==> config.mk <==
export PLATFORM = sky130hd
export DESIGN_NAME = rais_top
export DESIGN_NICKNAME = d
export VERILOG_FILES = /design/src/rais_pkg.sv /design/src/rais_top.sv
export VERILOG_INCLUDE_DIRS = /design/src
export SDC_FILE = /design/constraint.sdc
export NUM_CORES = 1
export LEC_CHECK = 0
export BUFFER_PORTS_ARGS = -buffer_cell sky130_fd_sc_hd__clkbuf_2
export CAP_MARGIN = 40
export CORE_ASPECT_RATIO = 0.7
export CORE_UTILIZATION = 47
export CTS_CLUSTER_DIAMETER = 100
export DETAILED_ROUTE_END_ITERATION = 6
export PLACE_DENSITY_LB_ADDON = 0.12
export RECOVER_POWER = 50
export SETUP_SLACK_MARGIN = 0.2
export SLEW_MARGIN = 20
export SYNTH_ARGS = -nofsm -noshare
export SYNTH_HDL_FRONTEND = slang
export SYNTH_SLANG_ARGS = --single-unit
==> constraint.sdc <==
create_clock -name aclk -period 5.75 [get_ports aclk]
set_clock_uncertainty 0.1 [all_clocks]
set_input_delay 0.8625 -clock aclk [delete_from_list [all_inputs] [get_ports aclk]]
set_output_delay 0.8625 -clock aclk [all_outputs]
set_load 0.01 [all_outputs]
==> src/rais_defines.svh <==
// register offsets, field positions, reset values and timing counts of the sequencer
`ifndef RAIS_DEFINES_SVH
`define RAIS_DEFINES_SVH
`define RAIS_OFF_CAUSE 8'h00
`define RAIS_OFF_CTRL 8'h04
`define RAIS_OFF_STAT 8'h08
`define RAIS_CAUSE_RST 8'h82
`define RAIS_B_POR 7
`define RAIS_B_PIN 6
`define RAIS_B_WDOG 5
`define RAIS_B_BADOP 4
`define RAIS_B_BADAD 3
`define RAIS_B_MON 2
`define RAIS_B_LS 1
`define RAIS_CTRL_HALT 0
`define RAIS_CTRL_FAST 1
`define RAIS_STAB_CYC 4096
`define RAIS_PIN_CYC 32
`define RAIS_REL_CYC 64
`define RAIS_REF_NS 5
`define RAIS_T_RL_NS 100
`define RAIS_T_RL_CYC ((`RAIS_T_RL_NS + `RAIS_REF_NS - 1) / `RAIS_REF_NS)
`define RAIS_STACK_BYTES 5
`define RAIS_VEC_RESET 16'hfffe
`define RAIS_VEC_TRAP 16'hfffc
`define RAIS_WDOG_ADDR 16'hffff
`define RAIS_RESP_OKAY 2'h0
`define RAIS_RESP_SLVERR 2'h2
`endif

==> src/rais_pkg.sv <==
// types shared by the reset and interrupt sequencer
`default_nettype none
package rais_pkg;
	typedef enum logic [4:0] {
		R_RUN = 5'h01,
		R_STAB = 5'h02,
		R_LSLOW = 5'h04,
		R_DRIVE = 5'h08,
		R_EXT = 5'h10
	} rais_rst_e;
	typedef enum logic [3:0] {
		I_IDLE = 4'h1,
		I_STACK = 4'h2,
		I_VEC = 4'h4,
		I_UNSTK = 4'h8
	} rais_int_e;
	typedef logic [2:0] rais_stkb_t;
endpackage : rais_pkg
`default_nettype wire

==> src/rais_top.sv <==
// reset and interrupt sequencer with an axi4-lite register slave
// Functional notes
// - reset aborts insn, vector fffe, clock div4
// - pin low long enough causes external reset
// - internal reset: pin 32, hold 32 more
// - power-on: 4096 hold, pin +32, cpu +64
// - power-on sets power and supply flags only
// - low supply: pin low, then power-on timing
// - watchdog overflow resets, sets watchdog flag
// - any write to ffff clears watchdog
// - unknown opcode resets, sets bad opcode flag
// - halt without permit counts as bad opcode
// - opcode fetch unmapped resets, sets address flag
// - data access unmapped never resets
// - cause register read-only, read clears all
// - flags of several resets accumulate
// - pin sampled after release, low sets pin flag
// - forced monitor entry sets monitor flag
// - interrupts wait for instruction end
// - entry stacks, masks, loads vector; return unstacks
// - latched interrupt cannot be preempted
// - unmasked: highest priority pending served first
// - pending at return served before next insn
// - index high byte never stacked
// - mask blocks all but trap; 0 highest
`include "rais_defines.svh"
`default_nettype none
module rais_top #(
	parameter int NSRC = 20,
	parameter int WDOG_W = 18,
	parameter int STAB_CYC = `RAIS_STAB_CYC
) (
	input wire logic aclk, // reference clock
	input wire logic aresetn, // sync reset, active low
	input wire logic [7:0] awaddr, // write address
	input wire logic awvalid, // write address valid
	output logic awready, // write address ready
	input wire logic [31:0] wdata, // write data
	input wire logic [3:0] wstrb, // byte enables
	input wire logic wvalid, // write data valid
	output logic wready, // write data ready
	output logic [1:0] bresp, // write response
	output logic bvalid, // write response valid
	input wire logic bready, // write response ready
	input wire logic [7:0] araddr, // read address
	input wire logic arvalid, // read address valid
	output logic arready, // read address ready
	output logic [31:0] rdata, // read data
	output logic [1:0] rresp, // read response
	output logic rvalid, // read data valid
	input wire logic rready, // read data ready
	input wire logic por_req, // power-on detector, async
	input wire logic low_supply, // supply below rising trip, async
	input wire logic rst_pin_in, // reset pin level, async
	output logic rst_pin_out, // reset pin drive level
	output logic rst_pin_oe, // reset pin pull-down enable
	input wire logic cpu_fetch, // opcode fetch strobe
	input wire logic cpu_unmapped, // current address unmapped
	input wire logic cpu_bad_op, // fetched opcode not in set
	input wire logic cpu_halt_op, // fetched opcode is halt
	input wire logic cpu_wr, // cpu write strobe
	input wire logic [15:0] cpu_addr, // cpu address
	input wire logic monitor_force, // forced monitor mode entry
	output logic cpu_reset, // cpu held in reset, aborts insn
	output logic clk_hold, // cpu and module clocks stopped
	output logic bus_clk_div4, // bus clock is reference div 4
	output logic [15:0] reset_vec, // reset vector location
	input wire logic insn_done, // current instruction finished
	input wire logic soft_trap_insn, // finished insn was the trap
	input wire logic return_from_interrupt, // return insn begins
	input wire logic cpu_cli, // software clears the mask
	input wire logic [NSRC-1:0] irq_req, // requests, bit k priority k+1
	output logic int_busy, // entry or return in progress
	output logic stk_push, // push one byte
	output logic stk_pop, // pop one byte
	output rais_pkg::rais_stkb_t stk_byte, // 0 pcl 1 pch 2 x 3 a 4 ccr
	output logic vec_load, // load pc from vec_addr
	output logic [15:0] vec_addr, // vector location
	output logic imask // global interrupt mask
);
	import rais_pkg::*;
	localparam int SW = $clog2(NSRC + 1);
	localparam int TRL = `RAIS_T_RL_CYC;

	typedef struct packed {
		logic [1:0] s_por;
		logic [1:0] s_ls;
		logic [1:0] s_pin;
		rais_rst_e rst_st;
		logic [12:0] cnt;
		logic [7:0] flags;
		logic [WDOG_W-1:0] wdog;
		logic halt_ok;
		logic fast;
		logic cpu_reset;
		logic pin_oe;
		logic clk_hold;
		rais_int_e int_st;
		rais_stkb_t ibyte;
		logic [SW-1:0] src;
		logic imask;
		logic stk_push;
		logic stk_pop;
		logic vec_load;
		logic [15:0] vec_addr;
		logic busy;
		logic div4;
		logic aw_ok;
		logic [7:0] aw_a;
		logic w_ok;
		logic [31:0] w_d;
		logic [3:0] w_s;
		logic awready;
		logic wready;
		logic bvalid;
		logic [1:0] bresp;
		logic arready;
		logic rvalid;
		logic [31:0] rdata;
		logic [1:0] rresp;
	} rais_state_s;

	rais_state_s r;
	rais_state_s n;
	logic rd_cause;

	// register index: 0 cause, 1 control, 2 status, 3 unmapped
	function automatic logic [1:0] rais_idx(input logic [7:0] a);
		unique case (a)
			`RAIS_OFF_CAUSE: rais_idx = 2'h0;
			`RAIS_OFF_CTRL: rais_idx = 2'h1;
			`RAIS_OFF_STAT: rais_idx = 2'h2;
			default: rais_idx = 2'h3;
		endcase
	endfunction : rais_idx

	// lowest set bit gives the winner, returned as priority number
	function automatic logic [SW-1:0] rais_first(input logic [NSRC-1:0] v);
		rais_first = '0;
		for (int i = NSRC - 1; i >= 0; i--) begin
			if (v[i]) begin
				rais_first = SW'(i + 1);
			end
		end
	endfunction : rais_first

	assign rd_cause = r.arready && arvalid && rais_idx(araddr) == 2'h0;

	always_comb begin
		logic run;
		logic [7:0] set_f;
		logic [7:0] clr_f;
		logic wd_clr;
		run = 1'b0;
		set_f = '0;
		clr_f = '0;
		wd_clr = 1'b0;
		n = r;
		// the first stage of each chain feeds only the second
		n.s_por = {r.s_por[0], por_req};
		n.s_ls = {r.s_ls[0], low_supply};
		n.s_pin = {r.s_pin[0], rst_pin_in};
		run = r.rst_st == R_RUN && !r.cpu_reset;

		// watchdog counts only while the cpu runs
		wd_clr = cpu_wr && cpu_addr == `RAIS_WDOG_ADDR;
		if (r.cpu_reset || wd_clr) begin
			n.wdog = '0;
		end else begin
			n.wdog = r.wdog + 1'b1;
		end

		// internal sources; data accesses are not looked at at all
		set_f[`RAIS_B_WDOG] = run && (&r.wdog);
		set_f[`RAIS_B_BADOP] = run && cpu_fetch &&
			(cpu_bad_op || (cpu_halt_op && !r.halt_ok));
		set_f[`RAIS_B_BADAD] = run && cpu_fetch && cpu_unmapped;
		set_f[`RAIS_B_MON] = run && monitor_force;

		// reset sequencer
		unique case (r.rst_st)
			R_RUN: begin
				n.cnt = '0;
				if (|set_f) begin
					n.rst_st = R_DRIVE;
				end else if (!r.s_pin[1]) begin
					n.rst_st = R_EXT;
				end
			end
			R_EXT: begin
				// pin held low by the outside; a short glitch is ignored
				if (r.cnt != 13'(TRL - 1)) begin
					n.cnt = r.cnt + 13'd1;
				end
				if (n.cnt == 13'(TRL - 1) && r.cnt != 13'(TRL - 1)) begin
					set_f[`RAIS_B_PIN] = 1'b1;
				end
				if (r.s_pin[1]) begin
					n.rst_st = R_RUN;
				end
			end
			R_STAB: begin
				n.cnt = r.cnt + 13'd1;
				if (r.cnt == 13'(STAB_CYC - 1)) begin
					n.rst_st = R_DRIVE;
					n.cnt = '0;
				end
			end
			R_LSLOW: begin
				n.cnt = '0;
				if (!r.s_ls[1]) begin
					n.rst_st = R_STAB;
				end
			end
			R_DRIVE: begin
				n.cnt = r.cnt + 13'd1;
				if (r.cnt == 13'(`RAIS_REL_CYC - 1)) begin
					// pin was released 32 cycles ago; still low means outside hold
					set_f[`RAIS_B_PIN] = !r.s_pin[1];
					n.rst_st = R_RUN;
					n.cnt = '0;
				end
			end
			default: begin
				n.rst_st = R_STAB;
				n.cnt = '0;
			end
		endcase
		if (r.s_ls[1] && r.rst_st != R_LSLOW) begin
			n.rst_st = R_LSLOW;
			n.cnt = '0;
			set_f[`RAIS_B_LS] = 1'b1;
		end

		// status flags: a set in the same cycle as the read-clear wins
		if (rd_cause) begin
			clr_f = r.flags;
		end
		n.flags = (r.flags & ~clr_f) | set_f;
		n.flags[0] = 1'b0;
		if (r.s_por[1]) begin
			n.rst_st = R_STAB;
			n.cnt = '0;
			n.flags = `RAIS_CAUSE_RST;
		end

		// pin, clock and cpu controls follow the next state
		n.pin_oe = n.rst_st == R_STAB || n.rst_st == R_LSLOW ||
			(n.rst_st == R_DRIVE && n.cnt < 13'(`RAIS_PIN_CYC));
		n.clk_hold = n.rst_st == R_STAB || n.rst_st == R_LSLOW;
		n.cpu_reset = n.rst_st != R_RUN &&
			!(n.rst_st == R_EXT && n.cnt != 13'(TRL - 1));
		if (n.cpu_reset) begin
			n.fast = 1'b0;
		end

		// interrupt entry and return, only between instructions
		n.vec_load = 1'b0;
		if (r.cpu_reset) begin
			n.int_st = I_IDLE;
			n.imask = 1'b1;
			n.ibyte = '0;
		end else begin
			unique case (r.int_st)
				I_IDLE: begin
					n.ibyte = '0;
					if (return_from_interrupt) begin
						n.int_st = I_UNSTK;
						// a stack gives back its bytes last one first
						n.ibyte = 3'(`RAIS_STACK_BYTES - 1);
					end else if (insn_done && soft_trap_insn) begin
						n.int_st = I_STACK;
						n.src = '0;
					end else if (insn_done && !r.imask && |irq_req) begin
						n.int_st = I_STACK;
						n.src = rais_first(irq_req);
					end else if (cpu_cli) begin
						n.imask = 1'b0;
					end
				end
				I_STACK: begin
					// requests are not looked at until the vector is loaded
					n.ibyte = r.ibyte + 3'd1;
					if (r.ibyte == 3'(`RAIS_STACK_BYTES - 1)) begin
						n.int_st = I_VEC;
						n.imask = 1'b1;
						n.vec_addr = `RAIS_VEC_TRAP - 16'({r.src, 1'b0});
					end
				end
				I_VEC: begin
					n.int_st = I_IDLE;
				end
				I_UNSTK: begin
					n.ibyte = r.ibyte - 3'd1;
					if (r.ibyte == 3'h0) begin
						n.imask = 1'b0;
						n.ibyte = '0;
						n.int_st = I_IDLE;
						if (|irq_req) begin
							n.int_st = I_STACK;
							n.src = rais_first(irq_req);
						end
					end
				end
				default: begin
					n.int_st = I_IDLE;
				end
			endcase
		end
		n.stk_push = n.int_st == I_STACK;
		n.stk_pop = n.int_st == I_UNSTK;
		n.vec_load = n.int_st == I_VEC;
		n.busy = n.int_st != I_IDLE;

		// bus write: address and data taken in either order
		if (r.awready && awvalid) begin
			n.aw_ok = 1'b1;
			n.aw_a = awaddr;
		end
		if (r.wready && wvalid) begin
			n.w_ok = 1'b1;
			n.w_d = wdata;
			n.w_s = wstrb;
		end
		if (r.bvalid && bready) begin
			n.bvalid = 1'b0;
		end
		if (r.aw_ok && r.w_ok && !r.bvalid) begin
			n.aw_ok = 1'b0;
			n.w_ok = 1'b0;
			n.bvalid = 1'b1;
			n.bresp = `RAIS_RESP_OKAY;
			unique case (rais_idx(r.aw_a))
				2'h1: begin
					if (r.w_s[0]) begin
						n.halt_ok = r.w_d[`RAIS_CTRL_HALT];
						n.fast = r.w_d[`RAIS_CTRL_FAST];
					end
				end
				2'h3: n.bresp = `RAIS_RESP_SLVERR;
				default: n.bresp = `RAIS_RESP_OKAY; // cause and status ignore writes
			endcase
		end
		n.awready = !n.aw_ok;
		n.wready = !n.w_ok;
		n.div4 = !n.fast;

		// bus read: one outstanding, answer one cycle after the address
		if (r.rvalid && rready) begin
			n.rvalid = 1'b0;
		end
		if (r.arready && arvalid) begin
			n.rvalid = 1'b1;
			n.rresp = `RAIS_RESP_OKAY;
			unique case (rais_idx(araddr))
				2'h0: n.rdata = {24'h0, r.flags};
				2'h1: n.rdata = {30'h0, r.fast, r.halt_ok};
				2'h2: n.rdata = {22'h0, r.imask, r.int_st, r.rst_st};
				default: begin
					n.rdata = '0;
					n.rresp = `RAIS_RESP_SLVERR;
				end
			endcase
		end
		n.arready = !n.rvalid;
	end

	// power-up looks like a power-on reset
	always_ff @(posedge aclk) begin
		if (!aresetn) begin
			r <= '0;
			r.rst_st <= R_STAB;
			r.int_st <= I_IDLE;
			r.flags <= `RAIS_CAUSE_RST;
			r.cpu_reset <= 1'b1;
			r.pin_oe <= 1'b1;
			r.clk_hold <= 1'b1;
			r.imask <= 1'b1;
			r.div4 <= 1'b1;
			r.arready <= 1'b1;
			r.awready <= 1'b1;
			r.wready <= 1'b1;
		end else begin
			r <= n;
		end
	end

	assign awready = r.awready;
	assign wready = r.wready;
	assign bvalid = r.bvalid;
	assign bresp = r.bresp;
	assign arready = r.arready;
	assign rvalid = r.rvalid;
	assign rdata = r.rdata;
	assign rresp = r.rresp;
	assign rst_pin_out = 1'b0; // open drain: only the enable moves
	assign rst_pin_oe = r.pin_oe;
	assign cpu_reset = r.cpu_reset;
	assign clk_hold = r.clk_hold;
	assign bus_clk_div4 = r.div4;
	assign reset_vec = `RAIS_VEC_RESET;
	assign int_busy = r.busy;
	assign stk_push = r.stk_push;
	assign stk_pop = r.stk_pop;
	assign stk_byte = r.ibyte;
	assign vec_load = r.vec_load;
	assign vec_addr = r.vec_addr;
	assign imask = r.imask;
endmodule : rais_top
`default_nettype wire

==> After elaboration in Yosys (flattened, before gate mapping) <==
Index checks and enable logic that the tools add are counted.
{ "classes": {"add_sub_neg": 5, "mux": 75, "n_reduce_logical": 57, "order_cmp": 1, "bitwise": 5, "n_eq_ne": 41} }
{ "op_table": {"columns": ["cell", "count"], "rows": [
  ["$mux W5", 27],
  ["$pmux W18 S5", 1],
  ["$mux W18", 3],
  ["$mux W13", 3],
  ["$mux W37", 1],
  ["$mux W35", 1],
  ["$pmux W10 S3", 1],
  ["$mux W26", 1],
  ["$ne A13 B5 Y1 const B", 2],
  ["$logic_and A1 B1 Y1", 24],
  ["$reduce_or A20 Y1", 1],
  ["$add A18 B1 Y18 const B", 1],
  ["$reduce_and A18 Y1", 1],
  ["$eq A16 B16 Y1 const B", 1],
  ["$eq A8 B3 Y1 const B", 2],
  ["$eq A8 B4 Y1 const B", 2],
  ["$logic_not A8 Y1", 2],
  ["$mux W4", 4],
  ["$mux W1", 15],
  ["$ne A2 B2 Y1 const B", 7],
  ["$add A13 B1 Y13 const B", 1],
  ["$eq A13 B12 Y1 const B", 1],
  ["$eq A13 B5 Y1 const B", 1],
  ["$eq A13 B6 Y1 const B", 1],
  ["48 further kinds", 80]
]} }
{ "word_totals": {"regBits": 176, "word_cells": 220} }

==> Longest topological paths before layout <==
Gate-level depths: netlist of the first run.
{ "logic_depth": {"word_depth": 25, "mapped_depth": 9, "ltp_nobuf": 9} }

==> Worst setup path before layout of the first run <==
Ideal clock, no wire load.
{ "synth_timing": {"kind": "input -> register", "start": "in irq_req[7]", "end": "reg, netlist name imask", "path_stages": 7, "setup_slack_ns": 3.016, "arrival_ns": 2.501, "setup_time_ns": 0.133, "path_cell_list": "or4_1 > nor2_1 > a41oi_1 > o21ai_1 > a21boi_1 > o41ai_1 > nand4_1"} }
{ "synth_via": {"elab_chain_cells": 4} }
{ "synth_rtl": {"columns": ["element", "line_no", "rtl"], "rows": [
  ["from (decl)", "rais_top.sv:72", "input wire logic [NSRC-1:0] irq_req,"],
  ["$reduce_or A20 Y1", "rais_top.sv:274", "end else if (insn_done && !r.imask && |irq_req) begin"],
  ["$logic_and A1 B1 Y1", "rais_top.sv:274", null],
  ["$ne A2 B2 Y1 (no source line)", null, null],
  ["$reduce_and A7 Y1 (no source line)", null, null]
]} }
No other way between the ends.
A chain may end at the register's enable or synchronous reset.

==> Worst setup path in the final report of the first run <==
{ "layout_timing": {"start": "reg r[152] in the netlist's numbering", "end": "reg r[124] in the netlist's numbering"} }
{ "layout_via": {"elab_chain_cells": 14, "word_cells_on_any_way": 21} }
{ "layout_rtl": {"columns": ["element", "line_no", "rtl"], "rows": [
  ["from (decl)", "rais_top.sv:123", "rais_state_s r;"],
  ["from (signal assigned)", "rais_top.sv:384", "r <= n;"],
  ["$add A13 B1 Y13 or $ne A13 B5 Y1 (tied branches)", null, null],
  ["$mux W13", "rais_top.sv:192", "if (r.cnt != 13'(TRL - 1)) begin"],
  ["$mux W13", "rais_top.sv:181", "unique case (r.rst_st)"],
  ["$pmux W18 S5 (*)", "rais_top.sv:181", null],
  ["$mux W18 (*)", "rais_top.sv:229", "if (r.s_ls[1] && r.rst_st != R_LSLOW) begin"],
  ["$mux W26 (*)", "rais_top.sv:241", "if (r.s_por[1]) begin"],
  ["$ne A13 B5 Y1", "rais_top.sv:252", "!(n.rst_st == R_EXT && n.cnt != 13'(TRL - 1));"],
  ["$logic_and A1 B1 Y1", "rais_top.sv:252", null],
  ["$logic_not A1 Y1", "rais_top.sv:252", null],
  ["$logic_and A1 B1 Y1 (*)", "rais_top.sv:251", "n.cpu_reset = n.rst_st != R_RUN &&"],
  ["$mux W1 (*)", "rais_top.sv:253", "if (n.cpu_reset) begin"],
  ["$mux W1", "rais_top.sv:335", "if (r.w_s[0]) begin"],
  ["$mux W1", "rais_top.sv:333", "unique case (rais_idx(r.aw_a))"],
  ["$mux W1 (*)", "rais_top.sv:328", "if (r.aw_ok && r.w_ok && !r.bvalid) begin"]
]} }
Mark *: on every way between the ends. The rest lies on a longest branch, timed or not. The select of a mux whose other input is x is not followed.

==> flow_summary.toml, run 1 <==
[status]
status = "complete, but fails checks"
violations = "capacitance limit, slew limit"

[cells_and_area]
drive_above_1_share_pct = 14.2
antenna_cells = 0
area.growth.synth_to_final_pct = 9.68
stdcell_area_sq_um = 6380
instances_no_fill = 938
fin_nets = 893
layout_common_cells = "dfxtp_1 (109), nor2_1 (100), clkbuf_2 (79)"
post-route-util_pct = 53.7
final_common_cell = "dfxtp_1"

[hold_path]
hp-class = "flop to flop"

[timing]
hold_viol_final = 0
rsz0062_at_grt = "no"
max_freq_mhz = 325
setup_viol = 0
fin_setup_tns_ns = 0
finalCritPeriodShare_pct = 53.5
finalCriticalPeriod_ns = 3.07
maxSlewHeadroom_pct = -27.6
worstMarginPinSlew_ns = 1.91
report.final.slew_viol_count = 44

[job]
drv_cap = 1

[clock_tree]
cts_buffers = 9
path_clk_slew_ns = 0.07
postCtsSetupRepairBufs = 0
clock_path_buffers = 2
cts_sinks = 109
cts_tree = "yes"
cts.hold.buffers_added = 0
htree_levels = 3
clk-insertion-delay-late_ns = 0.35
post_cts_resized = 0
cts.root.buffer_cell = "clkbuf_16"

[placement]
place_congestion = 0.865
io_buffers = 118
placed_cells = 923
dpl-instance-area_sq_um = 6120
hpwl_um = 9990

[pwr]
p_per_area_nw_per_um2 = 246
power.static_leakage_nw = 2.52
vdd_drop_max_v = 0.000163
p_total_w = 0.00157

[route]
wl_per_cell_um = 13.8
vias_per_cell = 5.20
num_vias = 4879
route.detailed.drc = 0
drtIter0Drc = 274
drtPass1Iterations = 5
ant_nets = 0
routed_wl_um = 13000

[logic_synthesis]
synth_edf_count = 0
synth-seq-area-share_pct = 37.5
yosysTopAreaCell = "dfxtp_1"
ys_async_sr_fraction_pct = 0
netlist_area_sq_um = 5820
synth_ff_type = "dfxtp_1"
ys_top_cells_by_area = "dfxtp_1 (37%), buf_4 (9.5%), nor2_1 (6.5%)"
ys_seq_elements = 109
synth_cell_types = 76
netlist_instances = 703
synth_top_area_share_pct = 37.5
avgSynthCellArea_sq_um = 8.28
yosysWarningCount = 0

[global_routing]
grt_overflow_total = 0
grt_pass1_vias = 4235
grt_antenna_before_repair = 0
grt_pass1_wl_um = 20400
grt_max_degree = 44
grt.total_usage_pct = 20.3

[critical_path]
start_kind = "flop"
crit_arrival_ns = 3.22
end_kind = "flop"
cp_data_required_time_ns = 5.90
critPathMaxFanout = 8
critical_path_class = "flop to flop"

[floorplanning]
start_util_pct = 48.9
die_w_um = 135
rows = 33
die_area_sq_um = 12800
core_area_sq_um = 11900
fp.dieH_um = 95.1
io_pins = 194
-- routing by layer --
| metal | track usage (%) | share of wire [%] | up-vias |
|---|---|---|---|
| li1 | - | - | 2480 |
| met1 | 29.1 | 50 | 2232 |
| met2 | 30.5 | 43 | 157 |
| met3 | 4.09 | 5.9 | 10 |
| met4 | 5.99 | 0.86 | 0 |
| met5 | 0 | 0 | - |
-- through the flow --
step                      setup WS, ns  hold slack (ns)
after floorplan                   3.02            0.312
after global placement            2.64            0.319
after detailed placement          2.60            0.323
after CTS                         2.73            0.342
after global routing              2.40            0.372
final                             2.68            0.339
-- worst paths after layout --
check,startpoint,slack (ns),cells past startpoint,endpoint
hold reg to reg,n[171]$_SDFF_PN0_,0.34,1,r[171]$_SDFF_PN0_
hold / removal,n[171]$_SDFF_PN0_,0.34,1,r[171]$_SDFF_PN0_
setup reg to reg,r[152]$_SDFF_PN0_,2.68,8,r[124]$_SDFF_PN0_
setup / recovery,r[152]$_SDFF_PN0_,2.68,8,r[124]$_SDFF_PN0_
-- cell usage after synthesis, types with 3 or more instances --
cell type,instances
dfxtp_1,109
nor2_1,100
buf_4,74
nand2_1,62
a21oi_1,42
nand3_1,25
xor2_1,21
inv_1,20
clkbuf_1,19
mux2i_1,17
nor3_1,17
o21ai_0,17
and2_1,14
nand4_1,13
xnor2_1,13
nor2b_1,10
and3_1,8
ha_1,8
nor4_1,8
nand2b_1,7
nor3b_1,7
a211oi_1,6
or3_1,5
or4_1,5
a31oi_1,4
o31ai_1,4
a21o_1,3
a32oi_1,3
buf_2,3
o21bai_1,3
-- registers in the layout (all words and copies together) (netlist names), 3 cells and up --
| signal | cells |
|---|---|
| rdata | 10 |
| vec_addr | 7 |
| n | 3 |
| stk_byte | 3 |
| r | 70 |
-- worst max-delay path: stages, from the launching register on --
cell and delay [ns]:
dfxtp_1 0.45, ha_1 0.36, and2_1 0.30, nand2_1 0.16, o31ai_1 0.53, a22oi_1 0.25
a2111oi_2 0.36, nand4_2 0.19, a41o_1 0.26
-- layout make-up --
type	instances	area, sq um
clock buffer	9	225
timing repair buffer	119	546
inverter	21	78.8
fill	1166	5510
multi-input combinational	517	3060
tap	157	196
sequential	109	2180
clock inverter	6	93.8
-- power breakdown --
group / leakage (nW) / switching [W] / internal (W)
combinational: 1.49 / 0.0000781 / 0.0000469
clock: 0.153 / 0.000281 / 0.000383
sequential: 0.884 / 0.0000121 / 0.000770
-- cells by family (layout without fill, tap and decap cells) --
kind of cell	Yosys count	after routing	synth area share [%]
compound gates	116	116	14.0
flops	109	109	37.5
fa+ha+maj	8	8	1.72
simple gates	299	299	26.1
xor+xnor	34	34	5.12
mux	18	18	3.12
other cells	2	42	0.129
buf+inv	117	155	12.4
(Power assumes the default switching activity.)
==> run 2, diff against run 1 <==
Settings changed: ABC_AREA from default to 1, CORE_UTILIZATION 47 to 46.
Clock period 5.75 ns to 2.5 ns, I/O delays scaled along.
==> run 2 against run 1 <==
  * The run still ends with capacitance limit, slew limit left
  * Sequential power is 130% higher
  * Sequential share of layout area decreased by 1.9 points
  * Cell count up 16%
  * Total power increased by 130%
  * Clock power grew 120%
  * Design area grew 6.3%
  * Die area grew 1.9%
  * Setup slack worse by 2.5 ns
  * Register-to-register slack lost 2.5 ns
  * Non-clock buffer count increased by 25
  * Critical path type unchanged
==> flow_summary.toml, run 2 <==
[route]
ant_nets = 0
dr_wl_met2_um = 5770
route.detailed.drc = 0
dr.max_layer_used = "met4"
wl_met3_um = 1150
vias_per_cell = 4.93
drtIter0Drc = 348
drtPass1Iterations = 5
wl_per_cell_um = 12.8
met1_length_um = 6840
routed_wl_um = 13900
num_vias = 5361

[critical_path]
cp_data_required_time_ns = 2.65
r2r_start = "r[152]$_SDFF_PN0_"
cp_top_family = "simple AND/OR/NAND/NOR gates"
start_kind = "flop"
regToRegSetupSlack_ns = 0.15
path_buf_inv = 2
crit_start = "r[152]$_SDFF_PN0_"
cp-endpoint = "r[124]$_SDFF_PN0_"
critical_path_class = "flop to flop"
end_kind = "flop"
cpMostUsedCell = "nand2_1"
r2r_end = "r[124]$_SDFF_PN0_"
worst_path_max_delay_cell = "dfxtp_4"
reg2reg_depth = 17
path_depth = 17
cp_slowest_stage_delay_ns = 0.36
critPathMaxFanout = 5
path_cells = "buf_4 > nand3_2 > nor2_2 > nand2_2 > nor2_2 > xor2_2 > nand3_2 > nand2_1 > nand3_2 > nand2_1 > nand3_1 > nand2_1 > nand2_2 > nand2_1 > nand2_1 > nand2_2 > inv_2"
crit_arrival_ns = 2.50

[cells_and_area]
drive_above_1_share_pct = 19.7
layout_common_cells = "nand2_1 (151), inv_1 (119), dfxtp_1 (105)"
nFillCells = 1132
top_register = "r"
largest_reg_flops = 70
multiInputGateArea_sq_um = 2890
fin_nets = 1042
area.growth.synth_to_final_pct = 16.8
layout.area.seq_sq_um = 2190
final_common_cell = "nand2_1"
antenna_cells = 0

[logic_synthesis]
netlist_area_sq_um = 5810
yosysWarningCount = 0
ys_seq_elements = 109
yosysMostFrequentCell = "nand2_1"
synth_top_area_share_pct = 37.6
synth_cell_types = 51
synthTopCellsByCount = "nand2_1 (157), inv_1 (120), dfxtp_1 (109)"
avgSynthCellArea_sq_um = 7.15
ys_top_cells_by_area = "dfxtp_1 (38%), nand2_1 (10%), buf_4 (9.3%)"
ys_async_sr_fraction_pct = 0
synth-seq-area-share_pct = 37.6
synth_ff_type = "dfxtp_1"
yosysTopAreaCell = "dfxtp_1"
netlist_instances = 812
synth_edf_count = 0

[timing]
setup_viol = 0
report.final.slew_viol_count = 33
finalCriticalPeriod_ns = 2.35
worstMarginPinSlew_ns = 1.56
hold_ws_ns = 0.105
finalCritPeriodShare_pct = 93.9
fin_setup_tns_ns = 0
maxSlewHeadroom_pct = -3.89
rsz0062_at_grt = "yes"
max_freq_mhz = 426
hold_viol_final = 0

[floorplanning]
die_w_um = 136
start_util_pct = 48.3
fp.dieH_um = 96.0
io_pins = 194
die_area_sq_um = 13100
rows = 33
core_area_sq_um = 12000

[clock_tree]
clk-insertion-delay-late_ns = 0.34
cts.hold.buffers_added = 0
cts_sinks = 109
cts_buffers = 9
cts.root.buffer_cell = "clkbuf_16"
clock_path_buffers = 2
path_clk_slew_ns = 0.07
cts_tree = "yes"
htree_levels = 3

[pwr]
combPwrFrac_pct = 9.0
p_sw_share_pct = 25.1
power_switching_w = 0.000910
vdd_drop_max_v = 0.000480
intPower_w = 0.00271
power.share.sequential_pct = 49.7
power.static_leakage_nw = 3.05
p_per_area_nw_per_um2 = 534
pwr-share-clk_pct = 41.3

[status]
status = "complete, but fails checks"
violations = "capacitance limit, slew limit"

[placement]
place_congestion = 0.866
io_buffers = 118
hpwl_um = 10400

[global_routing]
grt.total_usage_pct = 21.4
grt_overflow_total = 0
grt_max_degree = 33
grt_pass1_vias = 4630
grt_pass1_wl_um = 21800
grt_antenna_before_repair = 0

[hold_path]
hp-class = "input port to flop"
hold_depth = 3

[job]
drv_cap = 1
run 2: changes by cell type after synthesis, sizes merged, moves of 6 or more:
cell    delta
inv      +106
and3       -8
xnor2     -10
nor2b     -10
and2      -13
xor2       -9
mux2i     -17
nor2       -6
o21ai     +25
nand2b     -7
nand2    +103
clkbuf    -13
nand3      +8
run 2: what timing repair did:
action                                  4_1_cts  5_1_grt
pin swaps                                     2       12
buffers inserted                              6       11
gates cloned                                  0        0
endpoints found under the setup margin        3       13
gates resized for setup                      11       33
run 2: worst min path at each step:
stage | startpoint | to
CTS | rst_pin_in | n[171]$_SDFF_PN0_
floorplan | n[171]$_SDFF_PN0_ | r[171]$_SDFF_PN0_
finish | rst_pin_in | n[171]$_SDFF_PN0_
detailed placement | n[171]$_SDFF_PN0_ | r[171]$_SDFF_PN0_
global route | por_req | n[175]$_SDFF_PN0_
global placement | n[175]$_SDFF_PN0_ | r[175]$_SDFF_PN0_
run 2: power by group through the flow:
stage / sequential [W] / combinational, W / clock [W]
2_1_floorplan: 0.00184 / 0.000245 / 0
3_3_place_gp: 0.00184 / 0.000309 / 0
3_5_place_dp: 0.00184 / 0.000315 / 0
4_1_cts: 0.00180 / 0.000321 / 0.00151
5_1_grt: 0.00180 / 0.000368 / 0.00158
6_report: 0.00180 / 0.000326 / 0.00149
run 2: kinds of logic (layout without fill, tap and decap cells):
family / after synthesis / after routing / synth area share [%]
AOI/OAI and AO/OA: 120 / 120 / 11.8
other: 2 / 42 / 0.129
adders and majority gates: 8 / 8 / 1.72
xor gates and xnor gates: 15 / 15 / 2.26
DFF: 109 / 109 / 37.6
and+or+nand+nor: 350 / 350 / 28.2
buffers and inverters: 208 / 287 / 18.2
run 2: through the flow:
step           instance area, sq um  setup slack (ns)  power, W  std cells  utilization [%]
4_1_cts                        6640             0.204   0.00363       1077             55.2
2_1_floorplan                  5960             0.333   0.00208        852                -
3_5_place_dp                   6230            0.0805   0.00215       1055             51.9
3_3_place_gp                   6230            0.0979   0.00215       1055             51.9
6_report                       6780             0.152   0.00362       1088             56.5
5_1_grt                        6780           0.00826   0.00375       1088             56.5
run 2: area by class of cell:
class	count	area share (%)
clock buffer	10	3.52
clock inverter	6	1.01
inverter	127	7.07
multi-input combinational	535	42.6
sequential	109	32.3
tap	157	2.90
timing repair buffer	144	10.7
run 2: worst min-delay path, stage by stage:
cell and delay, ns:
clkbuf_2 0.07, nand2_1 0.04, inv_1 0.04
run 2: layer usage:
layer / up-vias / track usage [%]
li1: 2714 / -
met1: 2427 / 30.2
met2: 209 / 32.9
met3: 11 / 4.42
met4: 0 / 5.74
met5: - / 0
